## src/hdl/svdr_pkg.sv

```systemverilog
// servo drive steering and retract: shared constants, register map, types
// assumes a 125 MHz ref_clk and a 32-bit AXI4-Lite register bus
package svdr_pkg;

  // clock and timing
  localparam int unsigned CLK_HZ = 125_000_000;
  localparam int unsigned CLK_PER_MS = CLK_HZ / 1000;
  localparam int unsigned RETRACT_WAIT_MS = 640;
  localparam int unsigned OVERCURRENT_MS = 975;
  // longest times would round down; both divide exactly at this rate
  localparam int unsigned RETRACT_WAIT_CYC = RETRACT_WAIT_MS * CLK_PER_MS;
  localparam int unsigned OVERCURRENT_CYC = OVERCURRENT_MS * CLK_PER_MS;

  // bus geometry
  localparam int AXI_AW = 4;
  localparam int AXI_DW = 32;
  localparam logic [1:0] RESP_OKAY = 2'h0;
  localparam logic [1:0] RESP_SLVERR = 2'h2;

  // register byte offsets
  localparam logic [AXI_AW-1:0] REG_CTRL = 4'h0;
  localparam logic [AXI_AW-1:0] REG_STATUS = 4'h4;
  localparam logic [AXI_AW-1:0] REG_MASK = 4'h8;
  localparam logic [AXI_AW-1:0] REG_STATE = 4'hC;

  // control fields
  localparam int CTRL_VEL_BIT = 0;
  localparam int CTRL_EVEN_BIT = 1;
  localparam int CTRL_W = 2;
  localparam logic [CTRL_W-1:0] CTRL_RESET = 2'h0;

  // status and mask fields (same layout)
  localparam int EV_TIMEOUT = 0;
  localparam int EV_PWRFAULT = 1;
  localparam int EV_OVERCUR = 2;
  localparam int EV_SUPPLY = 3;
  localparam int EV_PARKED = 4;
  localparam int EV_W = 5;
  localparam logic [EV_W-1:0] EV_RESET = 5'h00;
  localparam logic [EV_W-1:0] MASK_RESET = 5'h00;

  // state register fields
  localparam int ST_RETRACT = 0;
  localparam int ST_DRIVE = 1;
  localparam int ST_UFWD = 2;
  localparam int ST_UREV = 3;
  localparam int ST_LFWD = 4;
  localparam int ST_LREV = 5;
  localparam int ST_CTAP = 6;
  localparam int ST_RELAY = 7;
  localparam int ST_W = 8;

  // operating modes of the bridge steering
  typedef enum logic [1:0] {
    SVDR_POSITION,
    SVDR_VELOCITY,
    SVDR_RETRACT
  } svdr_mode_t;

endpackage : svdr_pkg

```

## src/hdl/svdr_hold_timer.sv

```systemverilog
// persistence timer: reports a condition held without a break for LIMIT cycles
// assumes cond is synchronous to ref_clk; any low cycle restarts the count
`timescale 1ns/1ps
module svdr_hold_timer
  import svdr_pkg::*;
#(
  parameter int unsigned LIMIT = 16
)
(
  input wire logic ref_clk,
  input wire logic nrst,
  input wire logic cond,
  output logic expired
);

  localparam int CW = $clog2(LIMIT + 1);
  localparam logic [CW-1:0] LIMIT_C = CW'(LIMIT);
  localparam logic [CW-1:0] ZERO_C = '0;
  localparam logic [CW-1:0] ONE_C = CW'(1);

  generate
    if (LIMIT < 1)
    begin : g_bad
      $error("svdr_hold_timer LIMIT must be at least one");
    end
  endgenerate

  logic [CW-1:0] count;
  logic [CW-1:0] next_count;
  logic next_expired;

  // count up while held, saturate at the limit, drop to zero on a break
  always_comb
  begin
    next_count = count;
    if (!cond)
      next_count = ZERO_C;
    else if (count != LIMIT_C)
      next_count = count + ONE_C;
    next_expired = cond && (next_count == LIMIT_C);
  end

  always_ff @(posedge ref_clk)
  begin
    if (!nrst)
    begin
      count <= ZERO_C;
      expired <= 1'b0;
    end
    else
    begin
      count <= next_count;
      expired <= next_expired;
    end
  end

endmodule : svdr_hold_timer

```

## src/hdl/svdr_steer.sv

```systemverilog
// servo drive steering: voice coil bridge switch steering, emergency retract
// detection and sequencing, servo head polarity select, AXI4-Lite registers
// assumes all sensor inputs are already synchronous to ref_clk
//
// Contract
// RULE1: position mode: center tap plus one lower switch
// RULE2: lower switches clamped when retracting before upspeed
// RULE3: never both lower switches on together
// RULE4: velocity mode: no center tap, drive inputs choose
// RULE5: forward uses upper/lower forward, reverse likewise
// RULE6: retract if not parked 640 ms after request
// RULE7: retract whenever power fault clear asserted
// RULE8: retract after 975 ms unbroken overcurrent
// RULE9: retract on 50 V loss while not parked
// RULE10: retract switches relay and powers retract driver
// RULE11: retract driver off once heads are parked
// RULE12: retract driver toggled by speed comparator
// RULE13: head signal inverted per even cylinder select
// RULE14: error sign picks reverse, forward or none
// RULE15: only one direction path active
// RULE16: even select chooses even or odd nulls
// RULE17: retract latched until system reset
// RULE18: retract mode: bridge and center tap off
//
// The register addresses and the AXI4-Lite slave port were chosen for this implementation.
`timescale 1ns/1ps
module svdr_steer
  import svdr_pkg::*;
#(
  parameter int unsigned RETRACT_WAIT = RETRACT_WAIT_CYC,
  parameter int unsigned OVERCURRENT_WAIT = OVERCURRENT_CYC,
  parameter int HW = 12,
  parameter int EW = 12
)
(
  input wire logic ref_clk,
  input wire logic nrst,
  // sensors and demands from the rest of the drive
  input wire logic retract_heads_request,
  input wire logic heads_retracted_switch,
  input wire logic forward_drive_n,
  input wire logic reverse_drive_n,
  input wire logic powerFaultClear,
  input wire logic coilOverCurrent,
  input wire logic supply50Ok,
  input wire logic spindleUpToSpeed,
  input wire logic retract_speed_sense,
  input wire logic signed [HW-1:0] headSignal,
  input wire logic signed [EW-1:0] positionError,
  // bridge, relay and retract driver
  output logic upperForward,
  output logic upperReverse,
  output logic lowerForward,
  output logic lowerReverse,
  output logic centerTap,
  output logic linear_forward_current,
  output logic linear_reverse_current,
  output logic retract_relay,
  output logic retractDrive,
  output logic signed [HW-1:0] headSignalOut,
  output logic irq,
  // AXI4-Lite slave
  input wire logic [AXI_AW-1:0] s_axi_awaddr,
  input wire logic s_axi_awvalid,
  output logic s_axi_awready,
  input wire logic [AXI_DW-1:0] s_axi_wdata,
  input wire logic [3:0] s_axi_wstrb,
  input wire logic s_axi_wvalid,
  output logic s_axi_wready,
  output logic [1:0] s_axi_bresp,
  output logic s_axi_bvalid,
  input wire logic s_axi_bready,
  input wire logic [AXI_AW-1:0] s_axi_araddr,
  input wire logic s_axi_arvalid,
  output logic s_axi_arready,
  output logic [AXI_DW-1:0] s_axi_rdata,
  output logic [1:0] s_axi_rresp,
  output logic s_axi_rvalid,
  input wire logic s_axi_rready
);

  localparam logic signed [HW-1:0] HEAD_MIN = {1'b1, {(HW-1){1'b0}}};
  localparam logic signed [HW-1:0] HEAD_MAX = {1'b0, {(HW-1){1'b1}}};
  localparam logic signed [EW-1:0] ERR_ZERO = '0;

  generate
    if (HW < 2 || EW < 2)
    begin : g_bad_width
      $error("svdr_steer signal widths must be at least two bits");
    end
  endgenerate

  // fault persistence timers
  logic requestTimedOut;
  logic overCurrentTimedOut;

  svdr_hold_timer #(
    .LIMIT(RETRACT_WAIT)
  ) u_request_timer (
    .ref_clk(ref_clk),
    .nrst(nrst),
    .cond(retract_heads_request),
    .expired(requestTimedOut)
  );

  svdr_hold_timer #(
    .LIMIT(OVERCURRENT_WAIT)
  ) u_overcurrent_timer (
    .ref_clk(ref_clk),
    .nrst(nrst),
    .cond(coilOverCurrent),
    .expired(overCurrentTimedOut)
  );

  // fault decode
  logic tripTimeout;
  logic tripPower;
  logic tripOverCurrent;
  logic tripSupply;
  logic anyTrip;

  assign tripTimeout = requestTimedOut && !heads_retracted_switch; // RULE6
  assign tripPower = powerFaultClear; // RULE7
  assign tripOverCurrent = overCurrentTimedOut; // RULE8
  assign tripSupply = !supply50Ok && !heads_retracted_switch; // RULE9
  assign anyTrip = tripTimeout || tripPower || tripOverCurrent || tripSupply;

  // register file state
  logic [CTRL_W-1:0] ctrl;
  logic [EV_W-1:0] status;
  logic [EV_W-1:0] mask;
  logic [CTRL_W-1:0] next_ctrl;
  logic [EV_W-1:0] next_status;
  logic [EV_W-1:0] next_mask;

  // mode machine and bridge steering state
  svdr_mode_t mode;
  svdr_mode_t next_mode;
  logic parkedSeen;
  logic next_parkedSeen;
  logic next_upperForward;
  logic next_upperReverse;
  logic next_lowerForward;
  logic next_lowerReverse;
  logic next_centerTap;
  logic next_linFwd;
  logic next_linRev;
  logic next_relay;
  logic next_retractDrive;
  logic signed [HW-1:0] next_headSignalOut;
  logic velFwd;
  logic velRev;

  // mode: a trip overrides everything and only reset leaves retract
  always_comb
  begin
    next_mode = mode;
    case (mode)
      SVDR_POSITION, SVDR_VELOCITY:
      begin
        if (anyTrip)
          next_mode = SVDR_RETRACT; // RULE17
        else if (ctrl[CTRL_VEL_BIT])
          next_mode = SVDR_VELOCITY;
        else
          next_mode = SVDR_POSITION;
      end
      SVDR_RETRACT:
        next_mode = SVDR_RETRACT; // RULE17
      default:
        next_mode = SVDR_RETRACT;
    endcase
  end

  // velocity drive decode; both low at once is treated as no drive
  assign velFwd = !forward_drive_n && reverse_drive_n; // RULE4
  assign velRev = !reverse_drive_n && forward_drive_n; // RULE4

  // bridge steering from the next mode so outputs follow a trip at once
  always_comb
  begin
    next_upperForward = 1'b0;
    next_upperReverse = 1'b0;
    next_lowerForward = 1'b0;
    next_lowerReverse = 1'b0;
    next_centerTap = 1'b0;
    next_linFwd = 1'b0;
    next_linRev = 1'b0;
    next_relay = 1'b0;
    next_retractDrive = 1'b0;
    case (next_mode)
      SVDR_POSITION:
      begin
        // only one lower switch, picked by error sign, upper pair idle
        next_centerTap = 1'b1; // RULE1
        next_lowerForward = positionError > ERR_ZERO; // RULE14 RULE15
        next_lowerReverse = positionError < ERR_ZERO; // RULE14 RULE15
        next_linFwd = positionError > ERR_ZERO; // RULE14
        next_linRev = positionError < ERR_ZERO; // RULE14
      end
      SVDR_VELOCITY:
      begin
        // center tap stays off; diagonal pair per drive state
        next_upperForward = velFwd; // RULE5
        next_lowerForward = velFwd; // RULE5
        next_upperReverse = velRev; // RULE5
        next_lowerReverse = velRev; // RULE5
      end
      SVDR_RETRACT:
      begin
        // whole bridge dark, retract driver is the only source
        next_relay = 1'b1; // RULE10 RULE18
        // speed comparator chops the drive, parking switch kills it
        next_retractDrive = !heads_retracted_switch && !retract_speed_sense; // RULE11 RULE12
      end
      default:
      begin
        next_relay = 1'b1;
      end
    endcase
    // retract power before upspeed clamps both lower base drives
    if (next_mode == SVDR_RETRACT && !spindleUpToSpeed)
    begin
      next_lowerForward = 1'b0; // RULE2
      next_lowerReverse = 1'b0; // RULE2
    end
    // last guard against a supply short through both lower switches
    if (next_lowerForward && next_lowerReverse)
    begin
      next_lowerForward = 1'b0; // RULE3
      next_lowerReverse = 1'b0; // RULE3
    end
  end

  // track follower polarity; clip the one value that cannot be negated
  always_comb
  begin
    next_headSignalOut = headSignal;
    if (ctrl[CTRL_EVEN_BIT])
    begin
      if (headSignal == HEAD_MIN)
        next_headSignalOut = HEAD_MAX; // RULE13 RULE16
      else
        next_headSignalOut = -headSignal; // RULE13 RULE16
    end
  end

  // parked event fires once on the first park after a retract
  assign next_parkedSeen = parkedSeen || (mode == SVDR_RETRACT && heads_retracted_switch);

  always_ff @(posedge ref_clk)
  begin
    if (!nrst)
    begin
      mode <= SVDR_POSITION;
      parkedSeen <= 1'b0;
      upperForward <= 1'b0;
      upperReverse <= 1'b0;
      lowerForward <= 1'b0;
      lowerReverse <= 1'b0;
      centerTap <= 1'b0;
      linear_forward_current <= 1'b0;
      linear_reverse_current <= 1'b0;
      retract_relay <= 1'b0;
      retractDrive <= 1'b0;
      headSignalOut <= '0;
    end
    else
    begin
      mode <= next_mode;
      parkedSeen <= next_parkedSeen;
      upperForward <= next_upperForward;
      upperReverse <= next_upperReverse;
      lowerForward <= next_lowerForward;
      lowerReverse <= next_lowerReverse;
      centerTap <= next_centerTap;
      linear_forward_current <= next_linFwd;
      linear_reverse_current <= next_linRev;
      retract_relay <= next_relay;
      retractDrive <= next_retractDrive;
      headSignalOut <= next_headSignalOut;
    end
  end

  // AXI4-Lite write path: address and data latched independently
  logic awHeld;
  logic wHeld;
  logic [AXI_AW-1:0] awAddr;
  logic [AXI_DW-1:0] wData;
  logic [3:0] wStrb;
  logic next_awHeld;
  logic next_wHeld;
  logic [AXI_AW-1:0] next_awAddr;
  logic [AXI_DW-1:0] next_wData;
  logic [3:0] next_wStrb;
  logic next_bvalid;
  logic [1:0] next_bresp;
  logic doWrite;

  // read path
  logic next_rvalid;
  logic [AXI_DW-1:0] next_rdata;
  logic [1:0] next_rresp;
  logic doRead;
  logic [EV_W-1:0] events;
  logic [ST_W-1:0] stateWord;

  assign doWrite = awHeld && wHeld && !s_axi_bvalid;
  assign doRead = s_axi_arvalid && s_axi_arready;

  always_comb
  begin
    next_awHeld = awHeld;
    next_wHeld = wHeld;
    next_awAddr = awAddr;
    next_wData = wData;
    next_wStrb = wStrb;
    next_bvalid = s_axi_bvalid;
    next_bresp = s_axi_bresp;
    if (s_axi_awvalid && s_axi_awready)
    begin
      next_awHeld = 1'b1;
      next_awAddr = s_axi_awaddr;
    end
    if (s_axi_wvalid && s_axi_wready)
    begin
      next_wHeld = 1'b1;
      next_wData = s_axi_wdata;
      next_wStrb = s_axi_wstrb;
    end
    if (doWrite)
    begin
      next_awHeld = 1'b0;
      next_wHeld = 1'b0;
      next_bvalid = 1'b1;
      next_bresp = (awAddr == REG_CTRL || awAddr == REG_STATUS || awAddr == REG_MASK ||
                    awAddr == REG_STATE) ? RESP_OKAY : RESP_SLVERR;
    end
    else if (s_axi_bvalid && s_axi_bready)
      next_bvalid = 1'b0;
  end

  // events and state word
  assign events = {parkedSeen ^ next_parkedSeen, tripSupply, tripOverCurrent, tripPower,
                   tripTimeout};
  assign stateWord = {retract_relay, centerTap, lowerReverse, lowerForward, upperReverse,
                      upperForward, retractDrive, mode == SVDR_RETRACT};

  // registers: set wins over the read clear of status
  always_comb
  begin
    next_ctrl = ctrl;
    next_mask = mask;
    next_status = status;
    if (doRead && s_axi_araddr == REG_STATUS)
      next_status = EV_RESET;
    if (doWrite && wStrb[0])
    begin
      if (awAddr == REG_CTRL)
        next_ctrl = wData[CTRL_W-1:0];
      if (awAddr == REG_MASK)
        next_mask = wData[EV_W-1:0];
    end
    next_status = next_status | events;
  end

  // read answer one cycle after the address is taken
  always_comb
  begin
    next_rvalid = s_axi_rvalid;
    next_rdata = s_axi_rdata;
    next_rresp = s_axi_rresp;
    if (doRead)
    begin
      next_rvalid = 1'b1;
      next_rresp = RESP_OKAY;
      case (s_axi_araddr)
        REG_CTRL: next_rdata = AXI_DW'(ctrl);
        REG_STATUS: next_rdata = AXI_DW'(status);
        REG_MASK: next_rdata = AXI_DW'(mask);
        REG_STATE: next_rdata = AXI_DW'(stateWord);
        default:
        begin
          next_rdata = '0;
          next_rresp = RESP_SLVERR;
        end
      endcase
    end
    else if (s_axi_rvalid && s_axi_rready)
      next_rvalid = 1'b0;
  end

  always_ff @(posedge ref_clk)
  begin
    if (!nrst)
    begin
      awHeld <= 1'b0;
      wHeld <= 1'b0;
      awAddr <= '0;
      wData <= '0;
      wStrb <= '0;
      s_axi_awready <= 1'b0;
      s_axi_wready <= 1'b0;
      s_axi_bvalid <= 1'b0;
      s_axi_bresp <= RESP_OKAY;
      s_axi_arready <= 1'b0;
      s_axi_rvalid <= 1'b0;
      s_axi_rdata <= '0;
      s_axi_rresp <= RESP_OKAY;
      ctrl <= CTRL_RESET;
      mask <= MASK_RESET;
      status <= EV_RESET;
      irq <= 1'b0;
    end
    else
    begin
      awHeld <= next_awHeld;
      wHeld <= next_wHeld;
      awAddr <= next_awAddr;
      wData <= next_wData;
      wStrb <= next_wStrb;
      // ready only while the slot is free; one write in flight
      s_axi_awready <= !next_awHeld && !next_bvalid;
      s_axi_wready <= !next_wHeld && !next_bvalid;
      s_axi_bvalid <= next_bvalid;
      s_axi_bresp <= next_bresp;
      s_axi_arready <= !next_rvalid;
      s_axi_rvalid <= next_rvalid;
      s_axi_rdata <= next_rdata;
      s_axi_rresp <= next_rresp;
      ctrl <= next_ctrl;
      mask <= next_mask;
      status <= next_status;
      irq <= |(next_status & next_mask);
    end
  end

endmodule : svdr_steer

```

## config.mk

```make
export PLATFORM = sky130hd
export DESIGN_NAME = svdr_steer
export DESIGN_NICKNAME = d
export VERILOG_FILES = /design/src/hdl/svdr_pkg.sv /design/src/hdl/svdr_hold_timer.sv /design/src/hdl/svdr_steer.sv
export SDC_FILE = /design/constraint.sdc
export NUM_CORES = 1
export LEC_CHECK = 0
export ABC_AREA = 1
export BUFFER_PORTS_ARGS = -buffer_cell sky130_fd_sc_hd__buf_2
export CAP_MARGIN = 0
export CORE_ASPECT_RATIO = 2
export CORE_MARGIN = 3
export CORE_UTILIZATION = 60
export CTS_BUF_LIST = sky130_fd_sc_hd__clkbuf_4
export DETAILED_ROUTE_END_ITERATION = 16
export GPL_ROUTABILITY_DRIVEN = 0
export GPL_TIMING_DRIVEN = 0
export PLACE_DENSITY_LB_ADDON = 0.05
export SETUP_SLACK_MARGIN = 0.4
export SYNTH_ARGS = -nofsm -noshare
export SYNTH_HDL_FRONTEND = slang
export SYNTH_SLANG_ARGS = --single-unit
```

## constraint.sdc

```tcl
create_clock -name ref_clk -period 4.35 [get_ports ref_clk]
set_input_delay 0.435 -clock ref_clk [delete_from_list [all_inputs] [get_ports ref_clk]]
set_output_delay 0.435 -clock ref_clk [all_outputs]
set_load 0.1 [all_outputs]
```

* Word level (Yosys, flattened, before mapping)
Cells that the tools add are included.
** Word-level totals
- Bits in registers :: 146
- Memories kept :: 0
- Output and inout bits :: 63
- Input bits :: 84
- Latch bits :: 0
- RAM bits :: 0
- Bits in read-only memories :: 0
** Operators by class
- Multiplexer cells :: 29
- Equal/unequal tests :: 15
- Shifts and indexed selects :: 0
- Reductions and logical operators :: 52
- Order comparisons :: 2
- Add/subtract/negate cells :: 3
- Div/mod/pow operators :: 0
- Bitwise logic cells :: 4
- Multipliers :: 0
** Operator list (count)
- 27-bit two-way mux :: 4
- 27-bit by 1-bit adder with 27-bit output (second input constant) :: 2
- 27-bit equality test (second input constant) :: 2
- 27-bit != test (second input constant) :: 2
- 8-bit case mux with 4 select lines :: 1
- 12-bit two-way mux :: 2
- 1-bit logical AND :: 21
- 4-bit equality test (second input constant) :: 4
- 5-bit two-way mux :: 3
- 1-bit two-way mux :: 13
- 12-bit equality test (second input constant) :: 1
- 12-bit by 1-bit greater-than comparator with 1-bit output (second input constant) :: 1
- 12-bit by 1-bit < comparator with 1-bit output (second input constant) :: 1
- 12-bit negation :: 1
- 1-bit zero test :: 11
- 4-bit by 3-bit equality test with 1-bit output (second input constant) :: 2
- 4-bit zero test :: 2
- 2-bit two-way mux :: 4
- 2-bit AND reduction :: 4
- 1-bit logical OR :: 7
- 2-bit OR reduction :: 3
- 5-bit AND :: 1
- 5-bit OR :: 1
- 5-bit OR reduction :: 1
- other kinds (7) :: 11

* Depth between registers and ports, before layout
- Word-level depth :: 12
- Depth in mapped cells :: 14

* By module
Synthesis repeated with hierarchy kept, for this count alone.
** Unflattened totals
- Cells, all modules :: 1024
- Area total of the unflattened synthesis :: 6670.1 µm²
** Modules (own cells, without submodules)
- svdr_steer :: area an instance 2905.3 µm², cells each 392, instances 1
- svdr_hold_timer at u_request_timer :: area an instance 1911.8 µm², cells each 327, instances 1
- svdr_hold_timer at u_overcurrent_timer :: area an instance 1853.0 µm², cells each 305, instances 1

* Worst setup path after synthesis
OpenSTA, ideal clock, no wires.
- Kind :: reg2reg
- Start point :: register s_axi_arready
- End point :: register irq
- Path buffers :: 0
- Data required time :: 4.222 ns
- Path slack :: 2.254 ns
- Cell stages (with the launch flop) :: 8
- Arrival time :: 1.969 ns
- Cells stage by stage :: dfxtp_1 > nand2_1 > nor2_1 > inv_1 > a21oi_1 > o22ai_1 > nor3_1 > nor2_1
** Between the ends
- Word-level cells in the longest chain between the ends :: 6
** RTL lines
- from (decl) :: line svdr_steer.sv:75 : output logic s_axi_arready,
- from (signal assigned) :: line svdr_steer.sv:427 : s_axi_arready <= !next_rvalid;
- 1-bit logical AND :: line svdr_steer.sv:309 : assign doRead = s_axi_arvalid && s_axi_arready;
- 1-bit logical AND :: line svdr_steer.sv:355 : if (doRead && s_axi_araddr == REG_STATUS)
- 5-bit two-way mux :: line svdr_steer.sv:355
- 5-bit OR :: line svdr_steer.sv:364 : next_status = next_status | events;
- 5-bit AND :: line svdr_steer.sv:434 : irq <= |(next_status & next_mask);
- 5-bit OR reduction :: line svdr_steer.sv:434
- to (signal assigned) :: line svdr_steer.sv:434
- to (decl) :: line svdr_steer.sv:61 : output logic irq,
No other way between the ends.
A chain may end at the register's enable or synchronous reset.

* Worst setup path in the final report
- Start point :: register u_overcurrent_timer.count[0]
- End point :: register u_overcurrent_timer.expired
** Between the ends
- Word-level cells in the longest chain between the ends :: 5
- Elaborated cells on any way between the ends :: 6
** RTL lines
- from (decl) :: line svdr_hold_timer.sv:28 : logic [CW-1:0] count;
- from (signal assigned) :: line svdr_hold_timer.sv:52 : count <= next_count;
- 27-bit by 1-bit adder with 27-bit output or 27-bit != test (tied branches) :: line svdr_hold_timer.sv:39, svdr_hold_timer.sv:38
- 27-bit two-way mux * :: line svdr_hold_timer.sv:38 : else if (count != LIMIT_C)
- 27-bit two-way mux * :: line svdr_hold_timer.sv:36 : if (!cond)
- 27-bit equality test * :: line svdr_hold_timer.sv:40 : next_expired = cond && (next_count == LIMIT_C);
- 1-bit logical AND * :: line svdr_hold_timer.sv:40
- to (signal assigned) :: line svdr_hold_timer.sv:53 : expired <= next_expired;
- to (decl) :: line svdr_hold_timer.sv:13 : output logic expired
Mark *: on every way between the ends. The rest lies on a longest branch, timed or not.

==> results.cfg <==
[outcome]
status = complete, no violations

[timing]
max_clock_freq_mhz = 464.2
timing_worst_slew_pin_value_ns = 0.8117
finalSetupViolCount = 0
finalCriticalPeriod_ns = 2.154
setup_tns_ns = 0
final_min_period_over_clock_period = 0.4953
timing.clock.skew_ns = 0.01613
slew_headroom = 0.4547
grt_setup_unrepaired = false
hold_viol_final = 0
timing.final.max_slew_violations = 0

[power_and_ir_drop]
worst_ir_drop_vdd_mv = 0.2532
p_leak_nw = 3.250
power-per-cell-area_nw_per_um2 = 328.6

[global_route]
first_global_vias = 6163
grt_first_pass_wirelength_mm = 27.63
grt_antenna_before_repair = 1
grt_remaining_overflow = 0
grtUsageTotal = 0.3015
grt_start_max_net_pins = 17

[synth]
synth_top_cells_by_area = sky130_fd_sc_hd__dfxtp_1 (38%), sky130_fd_sc_hd__nand2_1 (12%), sky130_fd_sc_hd__nor2_1 (11%)
synthFlopType = sky130_fd_sc_hd__dfxtp_1
synthesis.instances = 942
ys.warnings.count = 0
async_reset_ff_frac = 0
synth_largest_area_cell = sky130_fd_sc_hd__dfxtp_1
yosys.area.top_type_share = 0.3818
synth.yosys.seq_area_share = 0.3818
post_synth_instance_area_sq_um = 6240
synth-edff-count = 0
yosysUniqueCellTypes = 40
synthesized_flop_and_latch_total = 119
yosysMostFrequentCell = sky130_fd_sc_hd__nand2_1
avgSynthCellArea_sq_um = 6.624
netlist_top_cells_count = sky130_fd_sc_hd__nand2_1 (206), sky130_fd_sc_hd__nor2_1 (191), sky130_fd_sc_hd__dfxtp_1 (119), sky130_fd_sc_hd__inv_1 (108), sky130_fd_sc_hd__nand3_1 (62)

[setup_path]
worst_setup_path_end_kind = register
start_kind = register
reg2regPathDepth = 11
worst_r2r_startpoint = u_overcurrent_timer.count[0]$_SDFF_PN0_
criticalPathCategory = reg -> reg
crit_required_ns = 4.82
crit-reg2reg-capture = u_overcurrent_timer.expired$_SDFF_PN0_
timing.critical_path.arrival_ns = 2.62
ff2ff_setup_slack_ns = 2.20
crit_fanout = 5

[worst_hold_path]
min_delay_worst_endpoint = retractDrive$_SDFF_PN0_
worstHoldPathCells = 2
min_path_type = in -> reg
hold_path_startpoint = retract_speed_sense

[route]
antenna_left = 0
detailroute.via_count = 6386
post_drt_via_cell_ratio = 5.226
drt_iter0_drc = 343
routed_wl_mm = 16.94
drtPass1Iterations = 5
average_detailed_routed_wire_length_per_instance_um = 13.86
drcViolationCount = 0

[cts]
tritoncts_num_sinks = 119
num_cts_buffers = 17
clkLatencyLatePin_ns = 0.53
postCtsSetupBuffers = 0
cts_buffer_depth = 2
clk_pin_slew_worst_paths_ns = 0.12
clock_tree.htree_level_count = 4
tritoncts = yes
cts_root_buf = sky130_fd_sc_hd__clkbuf_4
hold_buffers = 0
cts.repair.resized = 0

[finish]
ratio_of_cells_with_drive_above_1_in_the_final_layout = 0.1750
numnets_final = 1162
fill_cells = 954
areaGrowthSynthToFinish_pct = 16.36
post-route-cell-area_sq_um = 7261

[die]
die_w_um = 78.11
boundaryPins = 147
floorplan.initialDensity = 0.6148
placementRows = 52
fp.dieArea_sq_um = 11730
die-height_um = 150.2
coreArea_sq_um = 10150

[job]
max_cap_viol_count = 0

[placement]
post_detailed_placement_half_perimeter_wirelength_mm = 13.67
io_buffers = 87
placed_area_sq_um = 6938
==> stage by stage <==
step	cells	setup slack [ns]	hold slack, ns	utilization	total power (W)
floorplan	967	2.254	0.4156	-	0.001455
global placement	1189	2.174	0.4458	0.6836	0.001523
detailed placement	1189	2.220	0.4536	0.6836	0.001526
CTS	1221	2.241	0.05300	0.7151	0.002398
global route	1222	1.986	0.06986	0.7154	0.002467
finish	1222	2.196	0.08039	0.7154	0.002386
==> layout make-up <==
| class | instances | area, sq um | share of cell area |
|---|---|---|---|
| Antenna cell | 1 | 2.502 | 0.0003446 |
| Buffer | 43 | 265.3 | 0.03653 |
| Clock buffer | 17 | 127.6 | 0.01758 |
| Clock inverter | 15 | 192.7 | 0.02654 |
| Inverter | 111 | 416.7 | 0.05738 |
| Multi-Input combinational cell | 694 | 3269 | 0.4503 |
| Sequential cell | 119 | 2382 | 0.3281 |
| Tap cell | 135 | 168.9 | 0.02326 |
| Timing Repair Buffer | 87 | 435.4 | 0.05997 |
==> per-layer routing <==
layer / global-route usage / wire length, um
met5: 0 / 0
met4: 0.2329 / 1261
met3: 0.05808 / 725
met2: 0.5567 / 9121
met1: 0.2853 / 5829
==> registers in the layout, summed over array words and instances (netlist names), 2 cells and up <==
name,count
awAddr,4
u_request_timer.count,27
mask,5
s_axi_rdata,8
u_overcurrent_timer.count,27
wData,5
ctrl,2
headSignalOut,12
status,5
==> worst max-delay path, cell delays in order, from the launching register on <==
cell	delay, ns
sky130_fd_sc_hd__dfxtp_1	0.40
sky130_fd_sc_hd__ha_1	0.27
sky130_fd_sc_hd__nand3_1	0.15
sky130_fd_sc_hd__inv_1	0.12
sky130_fd_sc_hd__nand2_2	0.11
sky130_fd_sc_hd__nor2_2	0.21
sky130_fd_sc_hd__nand2_1	0.12
sky130_fd_sc_hd__xor2_1	0.18
sky130_fd_sc_hd__nand2_1	0.08
sky130_fd_sc_hd__nor2_1	0.20
sky130_fd_sc_hd__nand4_1	0.14
sky130_fd_sc_hd__nor2_1	0.10
==> power by group <==
part / total [W] / leakage, nW / switching (W) / internal [W]
clock network: 0.000882 / 0.170 / 0.000469 / 0.000413
registers: 0.00113 / 0.968 / 0.0000153 / 0.00112
logic: 0.000371 / 2.11 / 0.000298 / 0.0000726
==> layout by cell type, fill, tap and decap left out, drive strengths merged, types with 7 or more instances in the layout <==
cell and count:
a21oi 40, buf 118, clkbuf 29, conb 26
dfxtp 119, inv 117, nand2 220, nand3 64
nand3b 9, nand4 10, nor2 207, nor3 29
nor4 7, o21ai 39, xor2 15
==> worst max path at each step <==
stage | start | endpoint | slack [ns] | depth (start not counted)
final | u_overcurrent_timer.count[0]$_SDFF_PN0_ | u_overcurrent_timer.expired$_SDFF_PN0_ | 2.20 | 11
after global routing | u_overcurrent_timer.count[0]$_SDFF_PN0_ | u_overcurrent_timer.expired$_SDFF_PN0_ | 1.99 | 11
after CTS | u_overcurrent_timer.count[0]$_SDFF_PN0_ | u_overcurrent_timer.expired$_SDFF_PN0_ | 2.24 | 11
after detailed placement | nrst | irq$_SDFF_PN0_ | 2.22 | 5
after global placement | nrst | irq$_SDFF_PN0_ | 2.17 | 5
after floorplan | s_axi_arready$_SDFF_PN0_ | irq$_SDFF_PN0_ | 2.25 | 7
==> kinds of logic (layout without fill, tap and decap cells) <==
group,count (synthesis),count (layout),share of synthesized area
AND/OR/NAND/NOR,552,552,0.3918
buffers and inverters,154,273,0.1093
flip-flops,119,119,0.3818
AO/OA/AOI/OAI,90,90,0.07680
XOR/XNOR,20,20,0.02807
adder cells (fa/ha/maj),5,5,0.01003
other,1,27,0.0006010
multiplexers,1,1,0.001604
(Power assumes the default switching activity.)
